File: config.mk
export PLATFORM = sky130hd
export DESIGN_NAME = fsd_regs
export DESIGN_NICKNAME = d
export VERILOG_FILES = /design/src/hw/fsd_pkg.sv /design/src/hw/fsd_regs.sv
export SDC_FILE = /design/constraint.sdc
export NUM_CORES = 1
export LEC_CHECK = 0
export BUFFER_PORTS_ARGS = -buffer_cell sky130_fd_sc_hd__buf_2
export CAP_MARGIN = 20
export CORE_AREA = 5 5 88 90
export CTS_CLUSTER_SIZE = 30
export DETAILED_ROUTE_END_ITERATION = 8
export DIE_AREA = 0 0 93 95
export PLACE_DENSITY = 0.78
export RECOVER_POWER = 50
export REMOVE_ABC_BUFFERS = 1
export SYNTH_ARGS = -nofsm -noshare
export SYNTH_HDL_FRONTEND = slang
export SYNTH_SLANG_ARGS = --single-unit
File: constraint.sdc
create_clock -name clk -period 2.1 [get_ports clk]
set_input_delay 0.105 -clock clk [delete_from_list [all_inputs] [get_ports clk]]
set_output_delay 0.105 -clock clk [all_outputs]
set_load 0.03 [all_outputs]
File: src/hw/fsd_pkg.sv
// How it works
// - Fault bits read-only, cleared by any fault register read.
// - Fault register cleared on system or local reset.
// - Fault bits 31 to 15 read as ones.
// - Unmapped local access sets bit, raises fault.
// - Parity bit set on enabled slave-read errors.
// - That parity error also asserts bus error.
// - Master bus error sets bit, faults one cycle later.
// - Four sticky processor-bus error bits, one per processor.
// - Absent processors' error bits always read zero.
// - Four sticky data cache-unit error bits.
// - Four sticky code cache-unit error bits.
// - Two 4-bit decoder registers, cleared on reset.
// - Config 1: A steers cpu0, B cpu1.
// - Config 2: A steers code, B data.
// - Config 6: A steers both, B unused.
// - Configs 0, 5, A: no decoder effect.
// - Code 00 address interleave, 01 supervisor split.
// - Codes 10/11: supervisor or shared SRAM unit.
// - Config 1: bits 3:2 code, 1:0 data.
// - Undefined register bits read one, ignored on writes; unmapped offsets read zero.
`default_nettype none

package fsd_pkg;

   // ==========================================================
   // Register map.
   localparam logic [7:0] FAULT_CAUSE_OFS = 8'h00;
   localparam logic [7:0] DEC_A_CFG_OFS = 8'h04;
   localparam logic [7:0] DEC_B_CFG_OFS = 8'h08;
   localparam logic [7:0] CTRL_OFS = 8'h0c;

   // ==========================================================
   // Field positions and reset values.
   localparam int UNMAPPED_BIT = 14;
   localparam int PARITY_BIT = 13;
   localparam int VME_ERR_BIT = 12;
   localparam int PBUS_LSB = 8;
   localparam int DMMU_LSB = 4;
   localparam int CACHE_MMU_LSB = 0;
   localparam int PARITY_ERR_ENABLE_BIT = 0;
   localparam logic [16:0] FAULT_ONES = 17'h1ffff;
   localparam logic [3:0] DEC_CFG_RST = 4'h0;
   localparam logic [14:0] FAULT_RST = 15'h0000;

   // ==========================================================
   // Module configurations and pair codes.
   localparam logic [3:0] CFG_QUAD = 4'h0;
   localparam logic [3:0] CFG_DUAL_P = 4'h1;
   localparam logic [3:0] CFG_ONE_8 = 4'h2;
   localparam logic [3:0] CFG_DUAL = 4'h5;
   localparam logic [3:0] CFG_ONE_4 = 4'h6;
   localparam logic [3:0] CFG_SINGLE = 4'ha;

   typedef enum logic [1:0] {
      SEL_ADDR_ILV = 2'h0,
      SEL_SUPV_SPLIT = 2'h1,
      SEL_SUPV_SRAM = 2'h2,
      SEL_SHARED_SRAM = 2'h3
   } fsd_sel_type;

   // Selection methods for the four code and four data cache pairs.
   typedef struct packed {
      logic active;
      fsd_sel_type [3:0] code_sel;
      fsd_sel_type [3:0] data_sel;
   } fsd_map_type;

   // Error events from the surrounding board, one-cycle pulses.
   typedef struct packed {
      logic unmapped_local_addr;
      logic slave_read_parity;
      logic vme_master_err;
      logic [3:0] proc_bus_err;
      logic [3:0] data_mmu_err;
      logic [3:0] code_mmu_err;
   } fsd_evt_type;

endpackage

`default_nettype wire

File: src/hw/fsd_regs.sv
// Local design decisions: the register addresses and register access over AHB-Lite.
`default_nettype none

module fsd_regs (
   input wire logic clk,
   input wire logic arst_n,
   input wire logic system_reset,
   input wire logic local_reset,
   input wire logic [3:0] config_identity,
   input wire fsd_pkg::fsd_evt_type evt,
   input wire logic hsel,
   input wire logic [31:0] haddr,
   input wire logic [1:0] htrans,
   input wire logic hwrite,
   input wire logic [2:0] hsize,
   input wire logic [31:0] hwdata,
   input wire logic hready,
   output logic [31:0] hrdata,
   output logic hreadyout,
   output logic hresp,
   output logic mbus_fault,
   output logic vme_berr,
   output fsd_pkg::fsd_map_type dec_map
);

   // ==========================================================
   // Reset synchronisers and identity sampling.
   logic [1:0] sr_s_r;
   logic [1:0] lr_s_r;
   logic [3:0] id_m_r;
   logic [3:0] id_r;
   logic clr_all;

   // System reset pin: two flops, and only the second one is read by logic.
   always_ff @(posedge clk or negedge arst_n) begin
      if (!arst_n) begin
         sr_s_r <= 2'h0;
      end else begin
         sr_s_r <= {sr_s_r[0], system_reset};
      end
   end

   // Local reset pin: synchronised in the same way as the system reset.
   always_ff @(posedge clk or negedge arst_n) begin
      if (!arst_n) begin
         lr_s_r <= 2'h0;
      end else begin
         lr_s_r <= {lr_s_r[0], local_reset};
      end
   end

   // Identity pins are a static strap, but a slow edge must not split the code.
   // A change of strap reaches the decoder three clocks after the pins move.
   always_ff @(posedge clk or negedge arst_n) begin
      if (!arst_n) begin
         id_m_r <= 4'h0;
         id_r <= 4'h0;
      end else begin
         id_m_r <= config_identity;
         id_r <= id_m_r;
      end
   end

   // Either synchronised reset request clears the software-visible state.
   // The pins are sampled, so a request shorter than one clock may be missed.
   assign clr_all = sr_s_r[1] | lr_s_r[1];

   // ==========================================================
   // Bus address phase capture.
   logic wr_ph_r;
   logic rd_ph_r;
   logic [7:0] ofs_r;
   logic accept;

   assign accept = hsel & htrans[1] & hready;

   // Marks the data phase of an accepted transfer; every answer is zero-wait.
   always_ff @(posedge clk or negedge arst_n) begin
      if (!arst_n) begin
         wr_ph_r <= 1'b0;
         rd_ph_r <= 1'b0;
      end else begin
         wr_ph_r <= accept & hwrite;
         rd_ph_r <= accept & ~hwrite;
      end
   end

   // Offset of the transfer, only meaningful while a phase flag is set.
   // Only the low address byte is decoded, so the map repeats above it.
   always_ff @(posedge clk or negedge arst_n) begin
      if (!arst_n) begin
         ofs_r <= 8'h00;
      end else begin
         ofs_r <= haddr[7:0];
      end
   end

   // The slave never inserts a wait state.
   always_ff @(posedge clk or negedge arst_n) begin
      if (!arst_n) begin
         hreadyout <= 1'b1;
      end else begin
         hreadyout <= 1'b1;
      end
   end

   // Every transfer ends with an OKAY response.
   always_ff @(posedge clk or negedge arst_n) begin
      if (!arst_n) begin
         hresp <= 1'b0;
      end else begin
         hresp <= 1'b0;
      end
   end

   // ==========================================================
   // Writable registers.
   logic [3:0] dec_a_r;
   logic [3:0] dec_a_nxt;
   logic [3:0] dec_b_r;
   logic [3:0] dec_b_nxt;
   logic parity_err_enable_r;
   logic parity_err_enable_nxt;
   logic wr_dec_a;
   logic wr_dec_b;
   logic wr_ctrl;

   // Write strobes, one per register, valid in the data phase.
   assign wr_dec_a = wr_ph_r & (ofs_r == fsd_pkg::DEC_A_CFG_OFS);
   assign wr_dec_b = wr_ph_r & (ofs_r == fsd_pkg::DEC_B_CFG_OFS);
   assign wr_ctrl = wr_ph_r & (ofs_r == fsd_pkg::CTRL_OFS);

   // Next value of decoder register A; a reset request beats a write.
   // Writes are stored in every configuration, even where no decoder exists.
   always_comb begin
      dec_a_nxt = dec_a_r;
      if (clr_all) begin
         dec_a_nxt = fsd_pkg::DEC_CFG_RST;
      end else if (wr_dec_a) begin
         dec_a_nxt = hwdata[3:0];
      end
   end

   // Next value of decoder register B; the upper write bits are dropped.
   always_comb begin
      dec_b_nxt = dec_b_r;
      if (clr_all) begin
         dec_b_nxt = fsd_pkg::DEC_CFG_RST;
      end else if (wr_dec_b) begin
         dec_b_nxt = hwdata[3:0];
      end
   end

   // Next value of the parity-error enable; it starts disabled.
   always_comb begin
      parity_err_enable_nxt = parity_err_enable_r;
      if (clr_all) begin
         parity_err_enable_nxt = 1'b0;
      end else if (wr_ctrl) begin
         parity_err_enable_nxt = hwdata[fsd_pkg::PARITY_ERR_ENABLE_BIT];
      end
   end

   // Decoder register A.
   always_ff @(posedge clk or negedge arst_n) begin
      if (!arst_n) begin
         dec_a_r <= fsd_pkg::DEC_CFG_RST;
      end else begin
         dec_a_r <= dec_a_nxt;
      end
   end

   // Decoder register B.
   always_ff @(posedge clk or negedge arst_n) begin
      if (!arst_n) begin
         dec_b_r <= fsd_pkg::DEC_CFG_RST;
      end else begin
         dec_b_r <= dec_b_nxt;
      end
   end

   // Parity-error enable flag.
   always_ff @(posedge clk or negedge arst_n) begin
      if (!arst_n) begin
         parity_err_enable_r <= 1'b0;
      end else begin
         parity_err_enable_r <= parity_err_enable_nxt;
      end
   end

   // ==========================================================
   // Fault cause register.
   logic [14:0] fault_r;
   logic [14:0] set_v;
   logic [14:0] fault_nxt;
   logic [3:0] pmask;
   logic fault_rd;
   logic par_hit;

   // Processor bits that the installed module cannot have are held at zero.
   always_comb begin
      pmask = 4'hf;
      if (id_r == fsd_pkg::CFG_DUAL_P || id_r == fsd_pkg::CFG_DUAL) begin
         pmask = 4'h3;
      end else if (id_r == fsd_pkg::CFG_ONE_8 || id_r == fsd_pkg::CFG_ONE_4
                   || id_r == fsd_pkg::CFG_SINGLE) begin
         pmask = 4'h1;
      end
   end

   assign par_hit = evt.slave_read_parity & parity_err_enable_r;
   assign fault_rd = rd_ph_r & (ofs_r == fsd_pkg::FAULT_CAUSE_OFS);

   always_comb begin
      set_v = fsd_pkg::FAULT_RST;
      set_v[fsd_pkg::UNMAPPED_BIT] = evt.unmapped_local_addr;
      set_v[fsd_pkg::PARITY_BIT] = par_hit;
      set_v[fsd_pkg::VME_ERR_BIT] = evt.vme_master_err;
      set_v[fsd_pkg::PBUS_LSB +: 4] = evt.proc_bus_err & pmask;
      set_v[fsd_pkg::DMMU_LSB +: 4] = evt.data_mmu_err;
      set_v[fsd_pkg::CACHE_MMU_LSB +: 4] = evt.code_mmu_err;
   end

   // Next value of the sticky cause bits.
   // A new event in the cycle of the clearing read survives the clear.
   always_comb begin
      fault_nxt = fault_r | set_v;
      if (clr_all) begin
         fault_nxt = fsd_pkg::FAULT_RST;
      end else if (fault_rd) begin
         fault_nxt = set_v;
      end
   end

   // Cause bits; software has no write path to them.
   always_ff @(posedge clk or negedge arst_n) begin
      if (!arst_n) begin
         fault_r <= fsd_pkg::FAULT_RST;
      end else begin
         fault_r <= fault_nxt;
      end
   end

   // Memory-bus fault: raised after an unmapped or master error event,
   // and held for as long as the unmapped bit stays set.
   always_ff @(posedge clk or negedge arst_n) begin
      if (!arst_n) begin
         mbus_fault <= 1'b0;
      end else begin
         mbus_fault <= evt.vme_master_err | evt.unmapped_local_addr
                       | (fault_r[fsd_pkg::UNMAPPED_BIT] & ~fault_rd & ~clr_all);
      end
   end

   // Slave bus error: one cycle for each enabled parity error on a slave read.
   always_ff @(posedge clk or negedge arst_n) begin
      if (!arst_n) begin
         vme_berr <= 1'b0;
      end else begin
         vme_berr <= par_hit;
      end
   end

   // ==========================================================
   // Read data, captured at the end of the address phase.
   logic [31:0] rd_word;

   // Word that the addressed register holds after this edge, so that a write
   // or a clearing read that ends at the same edge is already visible.
   always_comb begin
      rd_word = 32'hffffffff;
      case (haddr[7:0])
         fsd_pkg::FAULT_CAUSE_OFS: begin
            rd_word = {fsd_pkg::FAULT_ONES, fault_nxt};
         end
         fsd_pkg::DEC_A_CFG_OFS: begin
            rd_word = {28'hfffffff, dec_a_nxt};
         end
         fsd_pkg::DEC_B_CFG_OFS: begin
            rd_word = {28'hfffffff, dec_b_nxt};
         end
         fsd_pkg::CTRL_OFS: begin
            rd_word = {31'h7fffffff, parity_err_enable_nxt};
         end
         default: begin
            rd_word = 32'h00000000;
         end
      endcase
   end

   // The bus sees a flop output that stands for the whole data phase.
   // Events in the data phase are kept for the next read, not shown in this one.
   always_ff @(posedge clk or negedge arst_n) begin
      if (!arst_n) begin
         hrdata <= 32'h00000000;
      end else if (accept & ~hwrite) begin
         hrdata <= rd_word;
      end
   end

   // ==========================================================
   // Decoder mapping steered by configuration.
   always_ff @(posedge clk or negedge arst_n) begin
      if (!arst_n) begin
         dec_map <= '0;
      end else begin
         dec_map <= '0;
         case (id_r)
            fsd_pkg::CFG_DUAL_P: begin
               dec_map.active <= 1'b1;
               dec_map.code_sel[0] <= fsd_pkg::fsd_sel_type'(dec_a_r[3:2]);
               dec_map.code_sel[1] <= fsd_pkg::fsd_sel_type'(dec_b_r[3:2]);
               dec_map.data_sel[0] <= fsd_pkg::fsd_sel_type'(dec_a_r[1:0]);
               dec_map.data_sel[1] <= fsd_pkg::fsd_sel_type'(dec_b_r[1:0]);
            end
            fsd_pkg::CFG_ONE_8: begin
               dec_map.active <= 1'b1;
               dec_map.code_sel[0] <= fsd_pkg::fsd_sel_type'(dec_a_r[1:0]);
               dec_map.code_sel[1] <= fsd_pkg::fsd_sel_type'(dec_a_r[3:2]);
               dec_map.data_sel[0] <= fsd_pkg::fsd_sel_type'(dec_b_r[1:0]);
               dec_map.data_sel[1] <= fsd_pkg::fsd_sel_type'(dec_b_r[3:2]);
            end
            fsd_pkg::CFG_ONE_4: begin
               dec_map.active <= 1'b1;
               dec_map.code_sel[0] <= fsd_pkg::fsd_sel_type'(dec_a_r[3:2]);
               dec_map.data_sel[0] <= fsd_pkg::fsd_sel_type'(dec_a_r[1:0]);
            end
            default: begin
               dec_map.active <= 1'b0;
            end
         endcase
      end
   end

endmodule // fsd_regs

`default_nettype wire

---- Word level (Yosys, flattened, before mapping) ----
Cells that the tools add are included.
cells by class
  equality and inequality tests ........... 11
  bitwise gates (word level) .............. 19
  reduce and logical (&&, ||, !) cells .... 7
  muxes and demuxes ....................... 16
operators by type and width
  kind                count
  $pmux 32 s4         1
  $eq 8x4->1 const B  4
  $mux 15             2
  $mux 4              6
  $eq 8x3->1 const B  2
  $logic_not 8->1     2
  $pmux 2 s2          4
  $or 15x15->15       1
  $and 1x1->1         11
  $eq 4x3->1 const B  2
  $and 4x4->4         1
  $eq 4x1->1 const B  1
  $eq 4x2->1 const B  1
  $eq 4x4->1 const B  1
  $logic_or 1x1->1    3
  $mux 1              3
  $not 1->1           3
  $or 1x1->1          3
  $reduce_or 3->1     1
  $reduce_or 2->1     1
word-level totals
  register bits after elaboration ......... 89

---- Depth between registers and ports, before layout ----
Gate-level depths: netlist of run 1.
  word-level depth ........................ 10
  depth in mapped cells ................... 6
  mapped depth without buffers ............ 5

---- Least setup slack after synthesis of run 1 ----
No wires, ideal clock.
  kind .................................... register -> register
  start point ............................. reg ofs_r[1]
  end point ............................... reg hrdata[0]
  buffers on the path ..................... 0
  clock period less this slack ............ 1865 ps
  data required time ...................... 1971 ps
  path slack .............................. 235 ps
  arrival ................................. 1737 ps
  stages on the path, launching flop included .. 6
  cells stage by stage .................... dfrtp_1 -> nor4_4 -> nand4b_1 -> mux2_2 -> a221oi_1 -> o21ai_0
between the ends
  longest elaborated chain between the ends .. 5
  elaborated cells between the ends (all ways) .. 17
RTL lines
  what                                line             source
  start, declared                     fsd_regs.sv:72   logic [7:0] ofs_r;
  start signal, assigned              fsd_regs.sv:94   ofs_r <= haddr[7:0];
  $eq 8x4->1 (tied with other cells)  fsd_regs.sv:131  assign wr_ctrl = wr_ph_r & (ofs_r == fsd_pkg::CTRL_OFS);
  $and 1x1->1 (on tied branches)      --
  $mux 1 (tied with other cells)      fsd_regs.sv:159  end else if (wr_ctrl) begin
  $mux 1 (tied with other cells)      fsd_regs.sv:157  if (clr_all) begin
  $pmux 32 s4 *                       fsd_regs.sv:272  case (haddr[7:0])
  end signal, assigned                fsd_regs.sv:297  hrdata <= rd_word;
  end, declared                       fsd_regs.sv:18   output logic [31:0] hrdata,
Every way passes the cells marked *; elsewhere a longest branch is shown, timed or not.
A chain may end at the register's enable or synchronous reset.

---- Final worst setup path of run 1 ----
  start point ............................. in haddr[3]
  end point ............................... reg hrdata[1]
between the ends
  longest elaborated chain between the ends .. 2
  elaborated cells between the ends (all ways) .. 5
RTL lines
  what                                line             source
  start, declared                     fsd_regs.sv:12   input wire logic [31:0] haddr,
  $eq 8x4->1 (tied with other cells)  fsd_regs.sv:272
  $pmux 32 s4 *                       fsd_regs.sv:272
Marks and branches as above.

==> impl_metrics.py, run 1 <==
metrics = {
    "global_routing": {
        "grt_pass1_wl_mm": 11.11,
        "antenna_found_initial": 0,
        "grt_max_degree": 74,
        "grt-ovfl-total": 0,
        "grt_pass1_vias": 2387,
        "track_usage_pct": 16.33,
    },
    "die": {
        "die_width_um": 93,
        "start_util_pct": 44.00,
        "die_h_um": 95,
        "dieArea_um2": 8835,
        "core_um2": 6982,
        "rows": 31,
        "ios": 148,
    },
    "clocking": {
        "clkSlewWorstSetupHoldPaths_ns": 0.08,
        "cts_sinks": 73,
        "cts_buffers": 9,
        "clockBufferDepth": 2,
        "cts_tree": "done",
        "h-tree-depth": 3,
        "clock_latency_ns": 0.34,
        "clockRootBuffer": "clkbuf_8",
        "cts_setup_buffers": 0,
    },
    "worst_setup_path": {
        "setup.worst_path.start": "haddr[3]",
        "cp-start-kind": "input port",
        "path_class": "in2reg",
        "r2r-start": "ofs_r[7]",
        "cp-end-kind": "register",
        "cp_data_arrival_time_ns": 2.26,
        "cp.required_ns": 2.35,
        "path_max_fanout": 7,
    },
    "cells_and_area": {
        "drive_gt1_share_pct": 30.24,
        "register_area_um2": 1827,
        "final_core_util_pct": 55.70,
        "diodes": 0,
        "multi_input_area_um2": 1012,
        "nFillCells": 584,
        "final_nets": 467,
        "area_delta_synth_final_pct": 26.60,
        "stdcell_area_um2": 3889,
    },
    "yosys": {
        "ys_ff_latch": 73,
        "synthCells": 275,
        "synth_edf_count": 0,
        "ys_seq_area_share_pct": 59.47,
        "syn-cell-area_um2": 3072,
        "ys_warn_count": 0,
        "ys_types": 37,
        "avgSynthCellArea_um2": 11.17,
        "synth-async-reset-ratio_pct": 100.0,
        "ys.flop_type": "dfrtp_1",
    },
    "place": {
        "port_buffers": 81,
        "place_area_um2": 3448,
        "post-dp-hpwl_mm": 4.806,
        "dp_slack_ns": 0.1428,
        "gp_congestion": 0.8719,
    },
    "sta": {
        "maxSlewViolCount": 0,
        "fin_ws_ns": 0.08475,
        "min_period_ns": 2.015,
        "clock_skew_ns": 0.01220,
        "rsz0062_at_grt": "no",
        "max_freq_mhz": 496.2,
        "hold_viol": 0,
        "max_slew_margin_pct": 36.58,
        "worstMarginPinSlew_ns": 0.9514,
        "period_share_pct": 95.96,
        "setup_viol": 0,
    },
    "drt": {
        "highest_layer": "met4",
        "viasPerCell": 5.098,
        "avgRoutedWirePerCell_um": 15.00,
        "drc": 0,
        "vias": 2340,
        "drtAntennaViolNets": 0,
        "met2_length_mm": 3.612,
        "met1_length_mm": 2.895,
        "dr.first_iter.drc_count": 169,
        "drt-total-wl_mm": 6.886,
        "wl_met3_um": 281,
        "dr.pass1.iters": 4,
    },
    "worst_hold_path": {
        "hold_start": "evt[3]",
        "worstHoldPathType": "in2reg",
    },
    "flow_run": {
        "maxCapViolCount": 0,
    },
    "power": {
        "ir_worst_vdd_uv": 387.9,
        "p_per_area_nw_per_um2": 762.4,
        "leakagePower_nw": 1.943,
    },
    "run_status": {
        "outcome": "completed",
    },
}
final cells by class:
| class | instances | share of cell area, % |
|---|---|---|
| Timing Repair Buffer | 116 | 18.69 |
| Clock inverter | 7 | 1.995 |
| Sequential cell | 73 | 46.98 |
| Clock buffer | 9 | 3.185 |
| Tap cell | 82 | 2.638 |
| Multi-Input combinational cell | 167 | 26.03 |
| Inverter | 5 | 0.4826 |
registers in the layout (all words and copies together) (netlist names), 2 cells and up:
signal and count:
hrdata 16, dec_a_r 4, dec_map 9, fault_r 15, ofs_r 8, id_m_r 4, lr_s_r 2, sr_s_r 2
id_r 4, dec_b_r 4
path summary, 6_finish.rpt:
path / endpoint / slack (ns) / depth (start not counted)
worst min-delay path: fault_r[3] / 0.02 / 3
worst min register to register: id_r[3] / 0.35 / 0
worst max register to register: hrdata[1] / 0.19 / 6
min in group asynchronous: id_r[1] / 0.57 / 3
max in group asynchronous: hrdata[4] / 0.93 / 3
worst max-delay path: hrdata[1] / 0.08 / 7
worst max-delay path: stages:
cell and delay (ns):
dlygate4sd3_1 0.54, buf_2 0.16, or4_1 0.53, or3_1 0.42, a311oi_4 0.30, a21oi_1 0.11, o2111ai_1 0.09
report_power, final:
group          leakage [nW]  internal, mW  total, mW  switching, mW
combinational         0.899         0.130      0.355          0.225
clock                 0.100         0.559       1.10          0.538
sequential            0.944          1.47       1.51         0.0413
Yosys cell counts, types with 4 or more instances:
| cell | number | share of area [%] |
|---|---|---|
| dfrtp_1 | 73 | 59 |
| a22oi_1 | 13 | 3.2 |
| mux2i_1 | 7 | 2.3 |
| or3_1 | 5 | 1.0 |
| mux2_2 | 4 | 1.5 |
| nand2_1 | 13 | 1.6 |
| buf_4 | 26 | 6.4 |
| clkbuf_1 | 10 | 1.2 |
| nor2b_1 | 4 | 0.81 |
| nor3_1 | 8 | 1.3 |
| nor2_1 | 34 | 4.2 |
| nand4_1 | 4 | 0.81 |
| inv_1 | 4 | 0.49 |
| a21oi_1 | 17 | 2.8 |
| o21ai_0 | 10 | 1.6 |
| o21a_1 | 11 | 2.7 |
through the flow:
stage	instances	total power [mW]	hold slack, ns	setup TNS, ns
3_5_place_dp	418	1.866	0.1652	0
6_report	459	2.965	0.02012	0
2_1_floorplan	245	1.718	-0.1906	-24.42
4_1_cts	459	2.998	0.004978	0
3_3_place_gp	418	1.860	0.1604	0
5_1_grt	459	3.093	0.01222	0
routing by layer:
layer / up-vias / GRT usage, %
met5: - / 0
met4: 0 / 9.158
met3: 8 / 2.629
met2: 71 / 28.07
met1: 1143 / 19.55
li1: 1118 / -
repair_timing:
item,CTS,global route
hold buffers,25,0
resized for setup,0,1
hold endpoints to repair,96,0
setup endpoints to repair,0,2
kinds of logic (layout without fill, tap and decap cells):
logic type	Yosys count	count (layout)	share of synthesized area, %
AND/OR/NAND/NOR	87	87	14.66
flip-flops	73	73	59.47
AO/OA/AOI/OAI	59	59	13.16
buffers and inverters	43	137	8.717
multiplexers	11	11	3.747
other	2	10	0.2445
placed cells by master, fill, tap and decap left out, types with 2 or more instances in the layout:
cell type and count:
inv_1 4, and2_1 2, nor2b_1 4, dfrtp_1 73, buf_2 78, mux2_2 4, a21oi_1 17, nor3b_1 2
clkbuf_1 3, nand3_1 2, o21ai_0 10, conb_1 10, nor3_1 8, clkinv_4 2, inv_6 2, dlygate4sd3_1 25
buf_4 9, or3_1 4, nor4b_1 2, mux2i_1 7, a22o_1 2, o2111ai_1 2, or2_2 2, nor2_1 34
nand2_1 13, nand4b_1 3, o21a_1 11, clkbuf_8 9, a22oi_1 13, nand4_1 4
Power figures use the tool's default switching activity.
==> run 2: changes to the inputs <==
--- a/config.mk
+++ b/config.mk
@@ -5,13 +5,14 @@
 export SDC_FILE = /design/constraint.sdc
 export NUM_CORES = 1
 export LEC_CHECK = 0
+export ABC_AREA = 1
 export BUFFER_PORTS_ARGS = -buffer_cell sky130_fd_sc_hd__buf_2
 export CAP_MARGIN = 20
-export CORE_AREA = 5 5 88 90
+export CORE_AREA = 5 5 89 91
 export CTS_CLUSTER_SIZE = 30
 export DETAILED_ROUTE_END_ITERATION = 8
-export DIE_AREA = 0 0 93 95
-export PLACE_DENSITY = 0.78
+export DIE_AREA = 0 0 94 96
+export PLACE_DENSITY = 0.79
 export RECOVER_POWER = 50
 export REMOVE_ABC_BUFFERS = 1
 export SYNTH_ARGS = -nofsm -noshare
==> run 2 against run 1 <==
Sequential share of layout area decreased by 1.2 points. Hold slack improved by 0.0036 ns. Area after synthesis increased by 4.7%. Non-clock buffer count decreased by 7. Design area increased by 2.6%. Via count increased by 8.7%. Cell count increased by 17%. Core utilization increased by 0.81 points. Global-route usage increased by 0.089 points. Fmax increased by 11%. Clock power increased by 20%. First-iteration DRC count increased by 7.7%.
==> impl_metrics.py, run 2 <==
metrics = {
    "die": {
        "rows": 31,
        "ios": 148,
        "die_h_um": 96,
        "start_util_pct": 45.55,
        "dieArea_um2": 9024,
        "core_um2": 7059,
        "die_width_um": 94,
    },
    "power": {
        "internal_power_mw": 2.419,
        "seq_power_share_pct": 46.9,
        "ir_worst_vdd_uv": 384.6,
        "p_per_area_nw_per_um2": 814.7,
        "leakagePower_nw": 2.032,
        "p_sw_uw": 830.3,
        "pwr-share-clk_pct": 40.7,
        "netSwitchingFraction_pct": 25.55,
        "p_comb_share_pct": 12.4,
        "p_total_mw": 3.250,
    },
    "worst_setup_path": {
        "cp_top_family": "simple AND/OR/NAND/NOR gates",
        "crit_buf_inv": 1,
        "path_max_fanout": 15,
        "cp-end-kind": "register",
        "cp_data_arrival_time_ns": 2.05,
        "path_class": "reg2reg",
        "critPathMostFrequentCell": "nand3_1",
        "cp.required_ns": 2.33,
        "max_stage_delay_ns": 0.55,
        "crit_path_cell_trace": "nor2_1 -> nand2_1 -> nor2_4 -> nand2_4 -> nand3_1 -> nand3_1 -> dlygate4sd3_1",
        "cp-start-kind": "register",
        "cp_slowest_cell": "dlygate4sd3_1",
    },
    "place": {
        "gp_congestion": 0.8463,
        "dp_slack_ns": 0.4817,
        "port_buffers": 81,
        "place_area_um2": 3565,
        "post-dp-hpwl_mm": 5.035,
        "dp_cells": 498,
    },
    "yosys": {
        "synth_compound_gate_area_share_pct": 8.210,
        "ys_warn_count": 0,
        "synth_mux_area_share_pct": 0,
        "synth_most_common_cell": "dfrtp_1",
        "ys_ff_latch": 73,
        "syn-cell-area_um2": 3216,
        "synth_top_family_by_area": "simple AND/OR/NAND/NOR gates",
        "synth.top_cell.area_share_pct": 56.81,
        "synthTopCellsByArea": "dfrtp_1, nand2_1, buf_4, inv_1, nand3_1",
        "synth_top_area_cell": "dfrtp_1",
        "yosys-top-cells-count": "dfrtp_1, nand2_1, inv_1",
        "synth_edf_count": 0,
        "ys_seq_area_share_pct": 56.81,
        "synthSimpleGateAreaFrac_pct": 21.98,
        "synth_fa_ha_area_share_pct": 0,
        "ys.flop_type": "dfrtp_1",
        "synthXorXnorAreaFrac_pct": 0,
        "synthCells": 339,
        "ys_types": 26,
        "synth-async-reset-ratio_pct": 100.0,
        "avgSynthCellArea_um2": 9.485,
    },
    "clocking": {
        "clock_latency_ns": 0.34,
        "cts_tree": "done",
        "h-tree-depth": 3,
        "cts_resized": 0,
        "cts_sinks": 73,
        "clkSlewWorstSetupHoldPaths_ns": 0.08,
        "cts_setup_buffers": 0,
        "clockRootBuffer": "clkbuf_8",
        "clockBufferDepth": 2,
        "cts_buffers": 9,
    },
    "global_routing": {
        "grt_pass1_vias": 2502,
        "grt_pass1_wl_mm": 11.37,
        "grt_max_degree": 43,
        "grt-ovfl-total": 0,
        "antenna_found_initial": 0,
        "track_usage_pct": 16.42,
    },
    "sta": {
        "min_period_ns": 1.817,
        "tns_ns": 0,
        "hold_viol": 0,
        "period_share_pct": 86.52,
        "max_freq_mhz": 550.4,
        "setup_viol": 0,
        "worstMarginPinSlew_ns": 0.7822,
        "max_slew_margin_pct": 47.86,
        "rsz0062_at_grt": "no",
        "maxSlewViolCount": 0,
        "clock_skew_ns": 0.007728,
        "fin_ws_ns": 0.2832,
    },
    "cells_and_area": {
        "area_delta_synth_final_pct": 24.05,
        "top_register": "hrdata",
        "instances_no_fill": 537,
        "drive_gt1_share_pct": 22.83,
        "final_common_cell": "dfrtp_1",
        "diodes": 0,
        "reg.largest.list": "hrdata: 16 flops, fault_r: 15 flops, dec_map: 9 flops",
        "stdcell_area_um2": 3989,
        "largest_register_ffs": 16,
        "nFillCells": 625,
        "final_nets": 529,
        "mostFrequentLayoutCells": "dfrtp_1, nand2_1, buf_2, inv_1, clkbuf_1",
    },
    "drt": {
        "drc": 0,
        "drtAntennaViolNets": 0,
        "vias": 2544,
        "dr.pass1.iters": 7,
        "viasPerCell": 4.737,
        "avgRoutedWirePerCell_um": 13.15,
        "drt-total-wl_mm": 7.063,
        "dr.first_iter.drc_count": 182,
    },
    "run_status": {
        "outcome": "completed",
    },
    "worst_hold_path": {
        "worstHoldPathType": "in2reg",
    },
    "flow_run": {
        "maxCapViolCount": 0,
    },
}
run 2: per-stage QoR:
stage	util, %	hold slack [ns]
after global routing	56.50	0.003346
final	56.50	0.02367
after CTS	57.32	0.001923
after global placement	50.50	0.1918
after detailed placement	50.50	0.2017
after floorplan	-	-0.1906
run 2: area by class of cell:
cell class | instances | area, um2 | area share, %
Inverter | 42 | 157.7 | 3.952
Multi-Input combinational cell | 199 | 1008 | 25.28
Timing Repair Buffer | 109 | 630.6 | 15.81
Clock inverter | 5 | 103.9 | 2.604
Sequential cell | 73 | 1827 | 45.80
Clock buffer | 10 | 137.6 | 3.450
Tap cell | 99 | 123.9 | 3.105
run 2: timing repair:
item / CTS / global route
hold endpoints to repair: 53 / 0
hold buffers: 24 / 0
setup endpoints to repair: 0 / 0
run 2: worst paths after layout:
path	startpoint	end	slack, ns	cells past startpoint
max in group asynchronous	arst_n	id_r[1]	0.63	3
min reg2reg	lr_s_r[0]	lr_s_r[1]	0.35	0
min in group asynchronous	arst_n	fault_r[4]	0.36	2
max reg2reg	ofs_r[4]	mbus_fault	0.28	7
min	evt[9]	fault_r[9]	0.02	3
max	ofs_r[4]	mbus_fault	0.28	7
run 2: power by group through the flow:
stage | Sequential, mW | Clock, mW | Combinational [mW]
after floorplan | 1.65 | 0 | 0.131
after global placement | 1.54 | 0 | 0.384
after detailed placement | 1.55 | 0 | 0.392
after CTS | 1.52 | 1.35 | 0.427
after global routing | 1.53 | 1.41 | 0.444
final | 1.52 | 1.32 | 0.404
run 2: kinds of logic after synthesis:
kind of cell           after synthesis
AND/OR/NAND/NOR                    148
AO/OA/AOI/OAI                       41
buffers and inverters               75
flip-flops                          73
other                                2
run 2: worst register-to-register path: stages, from the launching register on:
cell,delay [ns]
dfrtp_1,0.37
nor2_1,0.09
nand2_1,0.12
nor2_4,0.19
nand2_4,0.19
nand3_1,0.14
nand3_1,0.06
dlygate4sd3_1,0.55
run 2: metal layers:
layer  up-vias  wire length (um)  track usage [%]
met2       110              3545            26.85
met3        10               591            4.144
li1       1227                 -                -
met1      1197              2805            20.28
met4         0               121            8.303
met5         -                 0                0
